--- config.mk ---
export PLATFORM = sky130hd
export DESIGN_NAME = gpt_timer
export DESIGN_NICKNAME = d
export VERILOG_FILES = /design/src/logic/gpt_pkg.sv /design/src/logic/gpt_edge_sync.sv /design/src/logic/gpt_prescaler.sv /design/src/logic/gpt_timer.sv
export VERILOG_INCLUDE_DIRS = /design/src /design/src/logic
export SDC_FILE = /design/constraint.sdc
export NUM_CORES = 1
export LEC_CHECK = 0
export BUFFER_PORTS_ARGS = -buffer_cell sky130_fd_sc_hd__buf_2
export CAP_MARGIN = 40
export CORE_UTILIZATION = 30
export DETAILED_ROUTE_END_ITERATION = 16
export HOLD_SLACK_MARGIN = 0.15
export RECOVER_POWER = 100
export SLEW_MARGIN = 20
export SYNTH_ARGS = -nofsm -noshare
export SYNTH_HDL_FRONTEND = slang
export SYNTH_SLANG_ARGS = --single-unit
--- constraint.sdc ---
create_clock -name clk_i -period 3.4 [get_ports clk_i]
set_input_delay 0.68 -clock clk_i [delete_from_list [all_inputs] [get_ports clk_i]]
set_output_delay 0.68 -clock clk_i [all_outputs]
set_load 0.01 [all_outputs]
--- src/logic/gpt_cfg.svh ---
// register map, field positions, reset values and prescale ratios of the period timer
`ifndef GPT_CFG_SVH
`define GPT_CFG_SVH

`define GPT_ADR_W          8
`define GPT_OFF_CTRL       8'h00
`define GPT_OFF_COUNT      8'h04
`define GPT_OFF_PERIOD     8'h08
`define GPT_OFF_STATUS     8'h0C
`define GPT_OFF_MASK       8'h10
`define GPT_OFF_IRQCFG     8'h14

`define GPT_CTRL_RUN       15
`define GPT_CTRL_SIDL      13
`define GPT_CTRL_GATE      6
`define GPT_CTRL_PS_HI     5
`define GPT_CTRL_PS_LO     4
`define GPT_CTRL_SYNC      2
`define GPT_CTRL_SRC       1
`define GPT_CTRL_RST       7'h00

`define GPT_IRQ_W          2
`define GPT_IRQ_MATCH      0
`define GPT_IRQ_GATE       1
`define GPT_MASK_RST       2'h3

`define GPT_IRQCFG_EN      0
`define GPT_IRQCFG_PRIO_LO 1
`define GPT_PRIO_W         3
`define GPT_PRIO_RST       3'h0

`define GPT_DIV_W          9
`define GPT_DIV_1          9'h001
`define GPT_DIV_8          9'h008
`define GPT_DIV_64         9'h040
`define GPT_DIV_256        9'h100

`endif

--- src/logic/gpt_pkg.sv ---
// types shared by the period timer modules
package gpt_pkg;

   typedef struct packed {
      logic       run;
      logic       stop_idle;
      logic       gate_en;
      logic [1:0] prescale;
      logic       ext_sync;
      logic       src_ext;
   } gpt_ctrl_t;

   typedef struct packed {
      logic [7:0]  adr;
      logic [31:0] dat;
      logic [3:0]  sel;
      logic        we;
   } gpt_wb_req_t;

   typedef enum logic [1:0] {
      GPT_BUS_IDLE = 2'b01,
      GPT_BUS_ACK  = 2'b10
   } gpt_bus_state_t;

endpackage

--- src/logic/gpt_edge_sync.sv ---
// two-stage synchroniser with edge detection and an optional unsynchronised path
`timescale 1ns/10ps
module gpt_edge_sync (
   // clock and reset
   input  wire logic clk_i,
   input  wire logic rst_i,
   // signal
   input  wire logic sig_i,
   input  wire logic bypass_i,
   output logic      level_o,
   output logic      rise_o,
   output logic      fall_o
);
   logic meta_r;
   logic sync_r;
   logic prev_r;
   wire  sel_w = bypass_i ? sig_i : sync_r;

   always_ff @(posedge clk_i) begin
      if (rst_i) begin
         meta_r <= 1'b0;
         sync_r <= 1'b0;
         prev_r <= 1'b0;
      end else begin
         meta_r <= sig_i;
         sync_r <= meta_r;
         prev_r <= sel_w;
      end
   end

   // bypass saves two cycles of latency at the price of metastability margin
   assign level_o = sel_w;
   assign rise_o  = sel_w & ~prev_r;
   assign fall_o  = ~sel_w & prev_r;
endmodule

--- src/logic/gpt_prescaler.sv ---
// input clock prescaler producing one tick per programmed number of input ticks
`timescale 1ns/10ps
module gpt_prescaler #(
   parameter int DIV_W = 9
) (
   // clock and reset
   input  wire logic             clk_i,
   input  wire logic             rst_i,
   // control
   input  wire logic             clear_i,
   input  wire logic [DIV_W-1:0] ratio_i,
   // ticks
   input  wire logic             tick_i,
   output logic                  tick_o
);
   logic [DIV_W-1:0] cnt_r;
   wire              last_w = (cnt_r == (ratio_i - DIV_W'(1))) || (cnt_r >= ratio_i);

   if (DIV_W < 1) begin : g_chk
      $error("gpt_prescaler: DIV_W must be at least 1");
   end

   always_ff @(posedge clk_i) begin
      if (rst_i || clear_i) begin
         cnt_r <= '0;
      end else if (tick_i) begin
         cnt_r <= last_w ? '0 : cnt_r + DIV_W'(1);
      end
   end

   assign tick_o = tick_i & last_w;
endmodule

--- src/logic/gpt_timer.sv ---
// gated, prescaled period timer with a classic wishbone register slave
//
// Summary of operation
// - A counter of CNT_W bits, sixteen by default, runs as a time base or interval counter.
// - It counts the internal clock, a synchronised external clock or a raw external clock.
// - It keeps counting in idle and sleep as its configuration allows.
// - A count equal to the period value sets the match interrupt flag.
// - In gated mode it counts only while the gate is high and flags the gate falling edge.
// - Setting the run bit in the control register starts the counting.
// - A two-bit prescale field set by software divides the input clock.
// - Separate control bits pick the clock source and gated accumulation.
// - A control bit picks synchronised or unsynchronised external clock counting.
// - Software loads the period register and the count is compared against it.
// - The interrupt reaches the cpu only when enabled and carries a 3-bit priority.
// - With run set the timer counts, with run clear it stops.
// - The gated accumulation bit is ignored while the external source is chosen.
// - Prescale 11 divides by 256, 10 by 64 and 01 by 8.
//
// Added by the designer: the address map and register access over Wishbone.
`timescale 1ns/10ps
`include "gpt_cfg.svh"
module gpt_timer #(
   parameter int CNT_W = 16
) (
   // clock and reset
   input  wire logic                   clk_i,
   input  wire logic                   rst_i,
   // wishbone slave
   input  wire logic                   cyc_i,
   input  wire logic                   stb_i,
   input  wire logic                   we_i,
   input  wire logic [7:0]             adr_i,
   input  wire logic [3:0]             sel_i,
   input  wire logic [31:0]            dat_i,
   output logic      [31:0]            dat_o,
   output logic                        ack_o,
   // power state
   input  wire logic                   idle_i,
   input  wire logic                   sleep_i,
   // external clock and gate
   input  wire logic                   ext_clk_i,
   input  wire logic                   gate_i,
   // interrupt
   output logic                        irq_o,
   output logic      [`GPT_PRIO_W-1:0] irq_priority_o
);
   if (CNT_W < 2 || CNT_W > 32) begin : g_chk
      $error("gpt_timer: CNT_W must lie between 2 and 32");
   end

   function automatic logic [31:0] wb_merge(input logic [31:0] old_v,
                                            input logic [31:0] new_v,
                                            input logic [3:0]  sel);
      logic [31:0] res;
      res = old_v;
      for (int i = 0; i < 4; i++) begin
         if (sel[i]) begin
            res[8*i +: 8] = new_v[8*i +: 8];
         end
      end
      return res;
   endfunction

   function automatic logic [`GPT_DIV_W-1:0] ps_ratio(input logic [1:0] ps);
      logic [`GPT_DIV_W-1:0] r;
      r = `GPT_DIV_1;
      case (ps)
         2'b11:   r = `GPT_DIV_256;
         2'b10:   r = `GPT_DIV_64;
         2'b01:   r = `GPT_DIV_8;
         default: r = `GPT_DIV_1;
      endcase
      return r;
   endfunction

   // registers
   gpt_pkg::gpt_ctrl_t      ctrl_r;
   gpt_pkg::gpt_ctrl_t      ctrl_nxt;
   logic [CNT_W-1:0]        count_r;
   logic [CNT_W-1:0]        count_nxt;
   logic [CNT_W-1:0]        period_r;
   logic [`GPT_IRQ_W-1:0]   status_r;
   logic [`GPT_IRQ_W-1:0]   status_nxt;
   logic [`GPT_IRQ_W-1:0]   mask_r;
   logic                    irq_en_r;
   logic [`GPT_PRIO_W-1:0]  prio_r;
   gpt_pkg::gpt_bus_state_t bus_r;
   gpt_pkg::gpt_bus_state_t bus_nxt;
   gpt_pkg::gpt_wb_req_t    req;
   logic [31:0]             rd_data;

   // bus decode
   assign req = '{adr: adr_i, dat: dat_i, sel: sel_i, we: we_i};
   wire take_w    = cyc_i & stb_i & (bus_r == gpt_pkg::GPT_BUS_IDLE);
   wire wr_w      = take_w & req.we;
   wire rd_w      = take_w & ~req.we;
   wire hit_ctrl  = (req.adr == `GPT_OFF_CTRL);
   wire hit_count = (req.adr == `GPT_OFF_COUNT);
   wire hit_per   = (req.adr == `GPT_OFF_PERIOD);
   wire hit_stat  = (req.adr == `GPT_OFF_STATUS);
   wire hit_mask  = (req.adr == `GPT_OFF_MASK);
   wire hit_icfg  = (req.adr == `GPT_OFF_IRQCFG);
   wire ctrl_wr   = wr_w & hit_ctrl;
   wire count_wr  = wr_w & hit_count;

   wire [31:0] ctrl_word = {16'h0000, ctrl_r.run, 1'b0, ctrl_r.stop_idle, 6'h00,
                            ctrl_r.gate_en, ctrl_r.prescale, 1'b0, ctrl_r.ext_sync,
                            ctrl_r.src_ext, 1'b0};
   wire [31:0] ctrl_new  = wb_merge(ctrl_word, req.dat, req.sel);
   wire [31:0] count_new = wb_merge(32'(count_r), req.dat, req.sel);
   wire [31:0] per_new   = wb_merge(32'(period_r), req.dat, req.sel);
   wire [31:0] mask_new  = wb_merge(32'(mask_r), req.dat, req.sel);
   wire [31:0] icfg_word = {28'h0000000, prio_r, irq_en_r};
   wire [31:0] icfg_new  = wb_merge(icfg_word, req.dat, req.sel);

   // unmapped addresses read as zero and still acknowledge
   always_comb begin
      if (hit_ctrl) begin
         rd_data = ctrl_word;
      end else if (hit_count) begin
         rd_data = 32'(count_r);
      end else if (hit_per) begin
         rd_data = 32'(period_r);
      end else if (hit_stat) begin
         rd_data = 32'(status_r);
      end else if (hit_mask) begin
         rd_data = 32'(mask_r);
      end else if (hit_icfg) begin
         rd_data = icfg_word;
      end else begin
         rd_data = 32'h00000000;
      end
   end

   always_comb begin
      ctrl_nxt = ctrl_r;
      if (ctrl_wr) begin
         ctrl_nxt.run       = ctrl_new[`GPT_CTRL_RUN];
         ctrl_nxt.stop_idle = ctrl_new[`GPT_CTRL_SIDL];
         ctrl_nxt.gate_en   = ctrl_new[`GPT_CTRL_GATE];
         ctrl_nxt.prescale  = ctrl_new[`GPT_CTRL_PS_HI:`GPT_CTRL_PS_LO];
         ctrl_nxt.ext_sync  = ctrl_new[`GPT_CTRL_SYNC];
         ctrl_nxt.src_ext   = ctrl_new[`GPT_CTRL_SRC];
      end
   end

   always_comb begin
      case (bus_r)
         gpt_pkg::GPT_BUS_IDLE: bus_nxt = take_w ? gpt_pkg::GPT_BUS_ACK : gpt_pkg::GPT_BUS_IDLE;
         gpt_pkg::GPT_BUS_ACK:  bus_nxt = gpt_pkg::GPT_BUS_IDLE;
         default:               bus_nxt = gpt_pkg::GPT_BUS_IDLE;
      endcase
   end

   // external clock and gate inputs
   logic ext_rise;
   logic gate_level;
   logic gate_fall;

   gpt_edge_sync u_ext_sync (
      .clk_i    (clk_i),
      .rst_i    (rst_i),
      .sig_i    (ext_clk_i),
      .bypass_i (~ctrl_r.ext_sync),
      .level_o  (),
      .rise_o   (ext_rise),
      .fall_o   ()
   );

   gpt_edge_sync u_gate_sync (
      .clk_i    (clk_i),
      .rst_i    (rst_i),
      .sig_i    (gate_i),
      .bypass_i (1'b0),
      .level_o  (gate_level),
      .rise_o   (),
      .fall_o   (gate_fall)
   );

   // count source selection and halting
   wire gate_mode  = ~ctrl_r.src_ext & ctrl_r.gate_en;
   wire raw_tick   = ctrl_r.src_ext ? ext_rise : (gate_mode ? gate_level : 1'b1);
   // in sleep the core clock domain is stopped, so only the raw external path survives
   wire sleep_halt = sleep_i & ~(ctrl_r.src_ext & ~ctrl_r.ext_sync);
   wire idle_halt  = idle_i & ctrl_r.stop_idle;
   wire halted     = ~ctrl_r.run | idle_halt | sleep_halt;
   wire pre_tick;

   gpt_prescaler #(
      .DIV_W (`GPT_DIV_W)
   ) u_prescaler (
      .clk_i   (clk_i),
      .rst_i   (rst_i),
      .clear_i (halted | ctrl_wr),
      .ratio_i (ps_ratio(ctrl_r.prescale)),
      .tick_i  (raw_tick & ~halted),
      .tick_o  (pre_tick)
   );

   wire at_period  = (count_r == period_r);
   wire match_evt  = pre_tick & at_period;
   wire gate_evt   = ctrl_r.run & gate_mode & gate_fall;

   // named so the load check can sample it a cycle later
   wire [CNT_W-1:0] count_load = count_new[CNT_W-1:0];

   // software load of the count wins over a coincident increment
   always_comb begin
      count_nxt = count_r;
      if (count_wr) begin
         count_nxt = count_load;
      end else if (pre_tick) begin
         count_nxt = at_period ? '0 : count_r + CNT_W'(1);
      end
   end

   // a flag set in the cycle of its read-clear survives
   wire [`GPT_IRQ_W-1:0] stat_set = {gate_evt, match_evt};
   wire [`GPT_IRQ_W-1:0] stat_clr = (rd_w & hit_stat) ? '1 : '0;
   assign status_nxt = (status_r & ~stat_clr) | stat_set;
   wire irq_nxt = irq_en_r & |(status_r & mask_r);

   always_ff @(posedge clk_i) begin
      if (rst_i) begin
         ctrl_r   <= `GPT_CTRL_RST;
         count_r  <= '0;
         period_r <= '1;
         status_r <= '0;
         mask_r   <= `GPT_MASK_RST;
         irq_en_r <= 1'b0;
         prio_r   <= `GPT_PRIO_RST;
         bus_r    <= gpt_pkg::GPT_BUS_IDLE;
      end else begin
         ctrl_r   <= ctrl_nxt;
         count_r  <= count_nxt;
         status_r <= status_nxt;
         bus_r    <= bus_nxt;
         if (wr_w && hit_per) begin
            period_r <= per_new[CNT_W-1:0];
         end
         if (wr_w && hit_mask) begin
            mask_r <= mask_new[`GPT_IRQ_W-1:0];
         end
         if (wr_w && hit_icfg) begin
            irq_en_r <= icfg_new[`GPT_IRQCFG_EN];
            prio_r   <= icfg_new[`GPT_IRQCFG_PRIO_LO +: `GPT_PRIO_W];
         end
      end
   end

   // output flops
   always_ff @(posedge clk_i) begin
      if (rst_i) begin
         dat_o          <= 32'h00000000;
         ack_o          <= 1'b0;
         irq_o          <= 1'b0;
         irq_priority_o <= `GPT_PRIO_RST;
      end else begin
         dat_o          <= rd_w ? rd_data : 32'h00000000;
         ack_o          <= take_w;
         irq_o          <= irq_nxt;
         irq_priority_o <= prio_r;
      end
   end
endmodule

[Word-level counts from Yosys, hierarchy flattened]
Cells that the tools add are included.
Storage, ports and cells
  register bits after elaboration: 101
  input port bits: 53
  output and inout bits: 37
  word-level logic and storage cells: 119
Operators by class
  $add $sub $neg: 3
  magnitude comparators: 1
  equal/unequal tests: 13
  muxes and demuxes: 18
  bitwise operators: 36
  reduce and logical (&&, ||, !) cells: 20
Operators by type and width (count)
  2-to-1 mux 16 bit: 6
  case mux 9 bit (3 select lines): 1
  bitwise AND 1 bit: 19
  adder 16 x 1 -> 16 bit (second input constant): 1
  == test 16 bit: 1
  == test 8 x 4 -> 1 bit (second input constant): 2
  == test 8 x 5 -> 1 bit (second input constant): 2
  2-to-1 mux 8 bit: 2
  AND reduction 2 bit: 8
  2-to-1 mux 4 bit: 3
  inverter 1 bit: 10
  adder 9 x 1 -> 9 bit (second input constant): 1
  == test 9 bit: 1
  >= comparator 9 bit: 1
  2-to-1 mux 9 bit: 1
  subtractor 9 x 1 -> 9 bit (second input constant): 1
  == test 8 x 3 -> 1 bit (second input constant): 1
  zero test 8 bit: 1
  OR reduction 7 bit: 1
  OR reduction 2 bit: 3
  bitwise AND 2 bit: 2
  == test 2 x 1 -> 1 bit (second input constant): 2
  == test 2 bit (second input constant): 2
  2-to-1 mux 2 bit: 2
  other kinds (9): 17

[Longest topological paths before layout]
  word-level depth: 10
  mapped depth: 10

[Cells and area by module]
From an unflattened synthesis, not the netlist that was laid out.
Unflattened totals
  cell total of the unflattened synthesis: 577
  area total of the unflattened synthesis: 4947.2 µm²
By module, submodules not included
  gpt_timer: instances 1, cells an instance 431, area each 3707.3 µm², seq. area each 1401.3 µm²
  gpt_prescaler: instances 1, cells an instance 126, area each 1039.7 µm², seq. area each 180.2 µm²
  gpt_edge_sync: instances 2, cells an instance 10, area each 100.1 µm², seq. area each 60.1 µm²

[Worst setup path after synthesis]
OpenSTA, ideal clock, no wires.
  kind: register to register
  start: register ctrl_r[3] (netlist bit)
  end: register count_r[13]
  arrival time: 2.388 ns
  slack: 0.923 ns
  cell stages (with the launch flop): 11
  buffers on the path: 2
  clock period less this slack: 2.477 ns
  cell sequence: dfxtp_1 clkbuf_1 nand2b_1 ha_1 a211o_1 a21o_1 a211o_2 a31oi_2 buf_6 a21oi_1 o32ai_2
Between the ends
  longest elaborated chain between the ends: 8
  elaborated cells on any way between the ends: 11
  classes of those cells: 1 x add/sub; 1 x order compare; 4 x eq/ne; 1 x mux; 1 x bitwise; 3 x reduce/logical
Ends and longest elaborated chain
  start: declaration: line gpt_timer.sv:77  | gpt_pkg::gpt_ctrl_t ctrl_r;
  start signal: assignment: line gpt_timer.sv:225  | ctrl_r <= `GPT_CTRL_RST;
  start signal: assignment: line gpt_timer.sv:234  | ctrl_r <= ctrl_nxt;
  == test 2 x 1 -> 1 bit or == test 2 bit (tied branches): line gpt_timer.sv:67  | case (ps)
  case mux 9 bit (3 select lines) (*): line gpt_timer.sv:67
  subtractor 9 x 1 -> 9 bit: line gpt_prescaler.sv:17  | wire last_w = (cnt_r == (ratio_i - DIV_W'(1))) || (cnt_r >= ratio_i);
  == test 9 bit: line gpt_prescaler.sv:17
  logical OR 1 bit (*): line gpt_prescaler.sv:17
  bitwise AND 1 bit (*): line gpt_prescaler.sv:31  | assign tick_o = tick_i & last_w;
  nonzero test 2 bit (no source line) (*)
  AND reduction 2 bit (no source line) (*)
  end signal: assignment: line gpt_timer.sv:235  | count_r <= count_nxt;
  end: declaration: line gpt_timer.sv:79  | logic [CNT_W-1:0] count_r;
Mark *: on every way between the ends. The rest lies on a longest branch, timed or not.
A chain may end at the register's enable or synchronous reset.

[Worst setup path in the final report]
  start: register ctrl_r[3] (netlist bit)
  end: register count_r[0]
Same word-level chain as after synthesis.

==> results.json <==
{
  "drtPass1Iterations": 8,
  "viasPerCell": 5.221,
  "slew-limit-headroom": -0.05785,
  "hold_viol": 0,
  "holdPathStages": 1,
  "antenna_found_initial": 0,
  "cellLeakagePower_uw": 0.001683,
  "cts_resized": 0,
  "rows": 42,
  "cp_top_family": "compound AO/OA/AOI/OAI gates",
  "critPathMaxFanout": 16,
  "syn_area_per_cell_um2": 8.944,
  "arrival_ns": 2.97,
  "route.detailed.drc": 0,
  "holdCritStartpoint": "u_ext_sync.meta_r",
  "synth_seq_cells": 85,
  "post_drt_wl_per_cell_um": 16.27,
  "fin_area_mm2": 0.004893,
  "setup_tns_ns": 0,
  "period_minus_slack_ns": 2.802,
  "die_x_um": 120.6,
  "skew_ns": 0.01273,
  "critPathRequiredTime_ns": 3.57,
  "fmax_mhz": 356.9,
  "max-vdd-ir-drop_mv": 0.2457,
  "area_delta_synth_final_pct": 15.92,
  "wl_um": 11490,
  "violations": "capacitance limit, slew limit",
  "end_kind": "flip-flop",
  "synth_mux_area_frac": 0.07113,
  "clock_latency_ns": 0.35,
  "cts_max_path_buffers": 2,
  "dpl.hpwl_um": 8229,
  "synth_top_area_frac": 0.4031,
  "port_buffers": 55,
  "nets": 584,
  "synth_compound_area_frac": 0.1686,
  "holdPathEnd": "u_ext_sync.sync_r",
  "dpl_cell_area_mm2": 0.004638,
  "synth_cell_types": 56,
  "finalCritPeriodShare": 0.8242,
  "final_core_util": 0.3623,
  "grt-ovfl-total": 0,
  "fin_hold_ws_ns": 0.4428,
  "path_cells": "nand2b_1 > ha_1 > or4bb_1 > a211oi_1 > a211o_1 > a31oi_2 > buf_4 > a221oi_1 > a211oi_2",
  "worst_r2r_path_depth": 9,
  "worstMarginPinSlew_ns": 1.587,
  "start_kind": "flip-flop",
  "cts-htree-levels": 3,
  "ys_warn_count": 0,
  "synth_seq_area_share": 0.4031,
  "run_status": "complete, but fails checks",
  "clk_pin_slew_ns": 0.07,
  "layout-drive-gt1-share": 0.1453,
  "num_vias": 3686,
  "cp_num_buf_inv": 1,
  "reg2reg_slack_ns": 0.60,
  "grt_pass1_vias": 3531,
  "synth_simple_gate_area_frac": 0.2253,
  "numCtsBuffers": 9,
  "grt_max_degree": 32,
  "cts_sinks": 85,
  "root_buffer": "clkbuf_16",
  "holdBufCountCts": 0,
  "drt-initial-drc-count": 337,
  "ant_nets": 0,
  "synth_top_family_by_area": "simple AND/OR/NAND/NOR gates",
  "synth_area_leaders": "dfxtp_1 40%, mux2i_1 7.1%, nor2_1 4.7%, nand2_1 4.6%, xnor2_1 3.7%",
  "coreArea_mm2": 0.01351,
  "crit_path_max_incr_delay_ns": 0.54,
  "setup_viol": 0,
  "n_antenna_cell": 0,
  "drv_cap": 1,
  "critical_path_class": "flip-flop to flip-flop",
  "grt_pass1_wl_um": 18390,
  "die_area_mm2": 0.01455,
  "rsz0062_at_grt": "false",
  "die_height_um": 120.6,
  "netlist_area_mm2": 0.004222,
  "async_reset_ff_frac": 0,
  "r2r-end": "count_r[0]",
  "cts_tree": "built",
  "slew_violations": 32,
  "synth_fa_ha_area_frac": 0.01778,
  "critPathSlowestCell": "dfxtp_1",
  "place_congestion": 0.8263,
  "synth_ff_type": "dfxtp_1",
  "initial_utilization": 0.3126,
  "synth_cells": 472,
  "yosys.area.top_type": "dfxtp_1",
  "synth_edf_count": 0,
  "reg2reg_from": "ctrl_r[3]",
  "ioPinCount": 90,
  "synth_xor_area_frac": 0.04772,
  "powerDensity_mw_per_mm2": 424.0,
  "grt_usage": 0.1630,
  "cts_setup_buffers": 0,
  "hold_path_class": "flip-flop to flip-flop"
}
-- flip-flops by register name (all words and copies together) (netlist names), 2 cells and up --
name               cells
irq_priority_o         3
period_r              16
prio_r                 3
dat_o                 16
status_r               2
mask_r                 2
ctrl_r                 7
bus_r                  2
count_r               16
u_prescaler.cnt_r      9
-- synthesized netlist by cell type, types with 10 or more instances --
cell type / n
a21oi_1: 26
a22oi_1: 11
buf_4: 16
clkbuf_1: 18
dfxtp_1: 85
inv_1: 10
mux2i_1: 30
nand2_1: 52
nand4_1: 11
nor2_1: 53
nor2b_1: 10
nor4_1: 12
xnor2_1: 18
-- area by class of cell --
type                       instances  area, µm²
clock inverter                     7      75.07
fill                            1377       8612
tap                              176      220.2
sequential                        85       1702
inverter                          10      37.54
timing repair buffer              69      336.6
multi-input combinational        350       2297
clock buffer                       9      225.2
-- worst max path at each step --
stage,start,to,depth (start not counted),slack [ns]
after global placement,adr_i[1],count_r[15],7,0.57
final,ctrl_r[3],count_r[0],9,0.60
after CTS,ctrl_r[3],count_r[15],9,0.70
after detailed placement,adr_i[1],count_r[15],7,0.54
after global routing,ctrl_r[3],count_r[0],9,0.34
after floorplan,ctrl_r[3],count_r[13],10,0.92
-- kinds of logic (layout without fill, tap and decap cells) --
| kind of cell | count (synthesis) | count (layout) |
|---|---|---|
| xor+xnor | 23 | 23 |
| simple gates | 188 | 188 |
| compound gates | 87 | 87 |
| flops | 85 | 85 |
| mux | 30 | 30 |
| buf+inv | 52 | 95 |
| other cells | 1 | 16 |
| fa+ha+maj | 6 | 6 |
-- where the power goes --
| part | switching (µW) | internal, µW |
|---|---|---|
| combinational | 54.9 | 22.8 |
| clock | 423 | 573 |
| sequential | 1.36 | 1000 |
-- layer usage --
layer	routed length, µm	vias up	track usage
met2	5512	123	0.2665
li1	-	1778	-
met5	0	-	0
met4	247	0	0.07022
met3	607	20	0.03255
met1	5120	1765	0.2076
-- through the flow --
stage	setup slack, ns	cells	total power (µW)
2_1_floorplan	0.9232	487	1073
3_3_place_gp	0.5658	689	1102
3_5_place_dp	0.5369	689	1104
4_1_cts	0.6967	705	2092
5_1_grt	0.3376	706	2139
6_report	0.5978	706	2075
-- cell usage in the layout, fill, tap and decap left out, drive strengths merged, types with 3 or more instances in the layout --
cell	count
dfxtp	85
nor2	54
nand2	52
buf	41
clkbuf	37
mux2i	30
a21oi	26
xnor2	18
conb	16
nor4	13
nand4	11
a22oi	11
inv	11
o32ai	11
nor2b	10
nor3	9
nand3	8
a222oi	8
and2	7
and3	6
ha	6
xor2	5
a32oi	4
a221oi	4
a211oi	4
nand2b	3
o21ai	3
a211o	3
or4	3
or2	3
clkinv	3
Note: power is estimated with default switching activity, not from simulation.
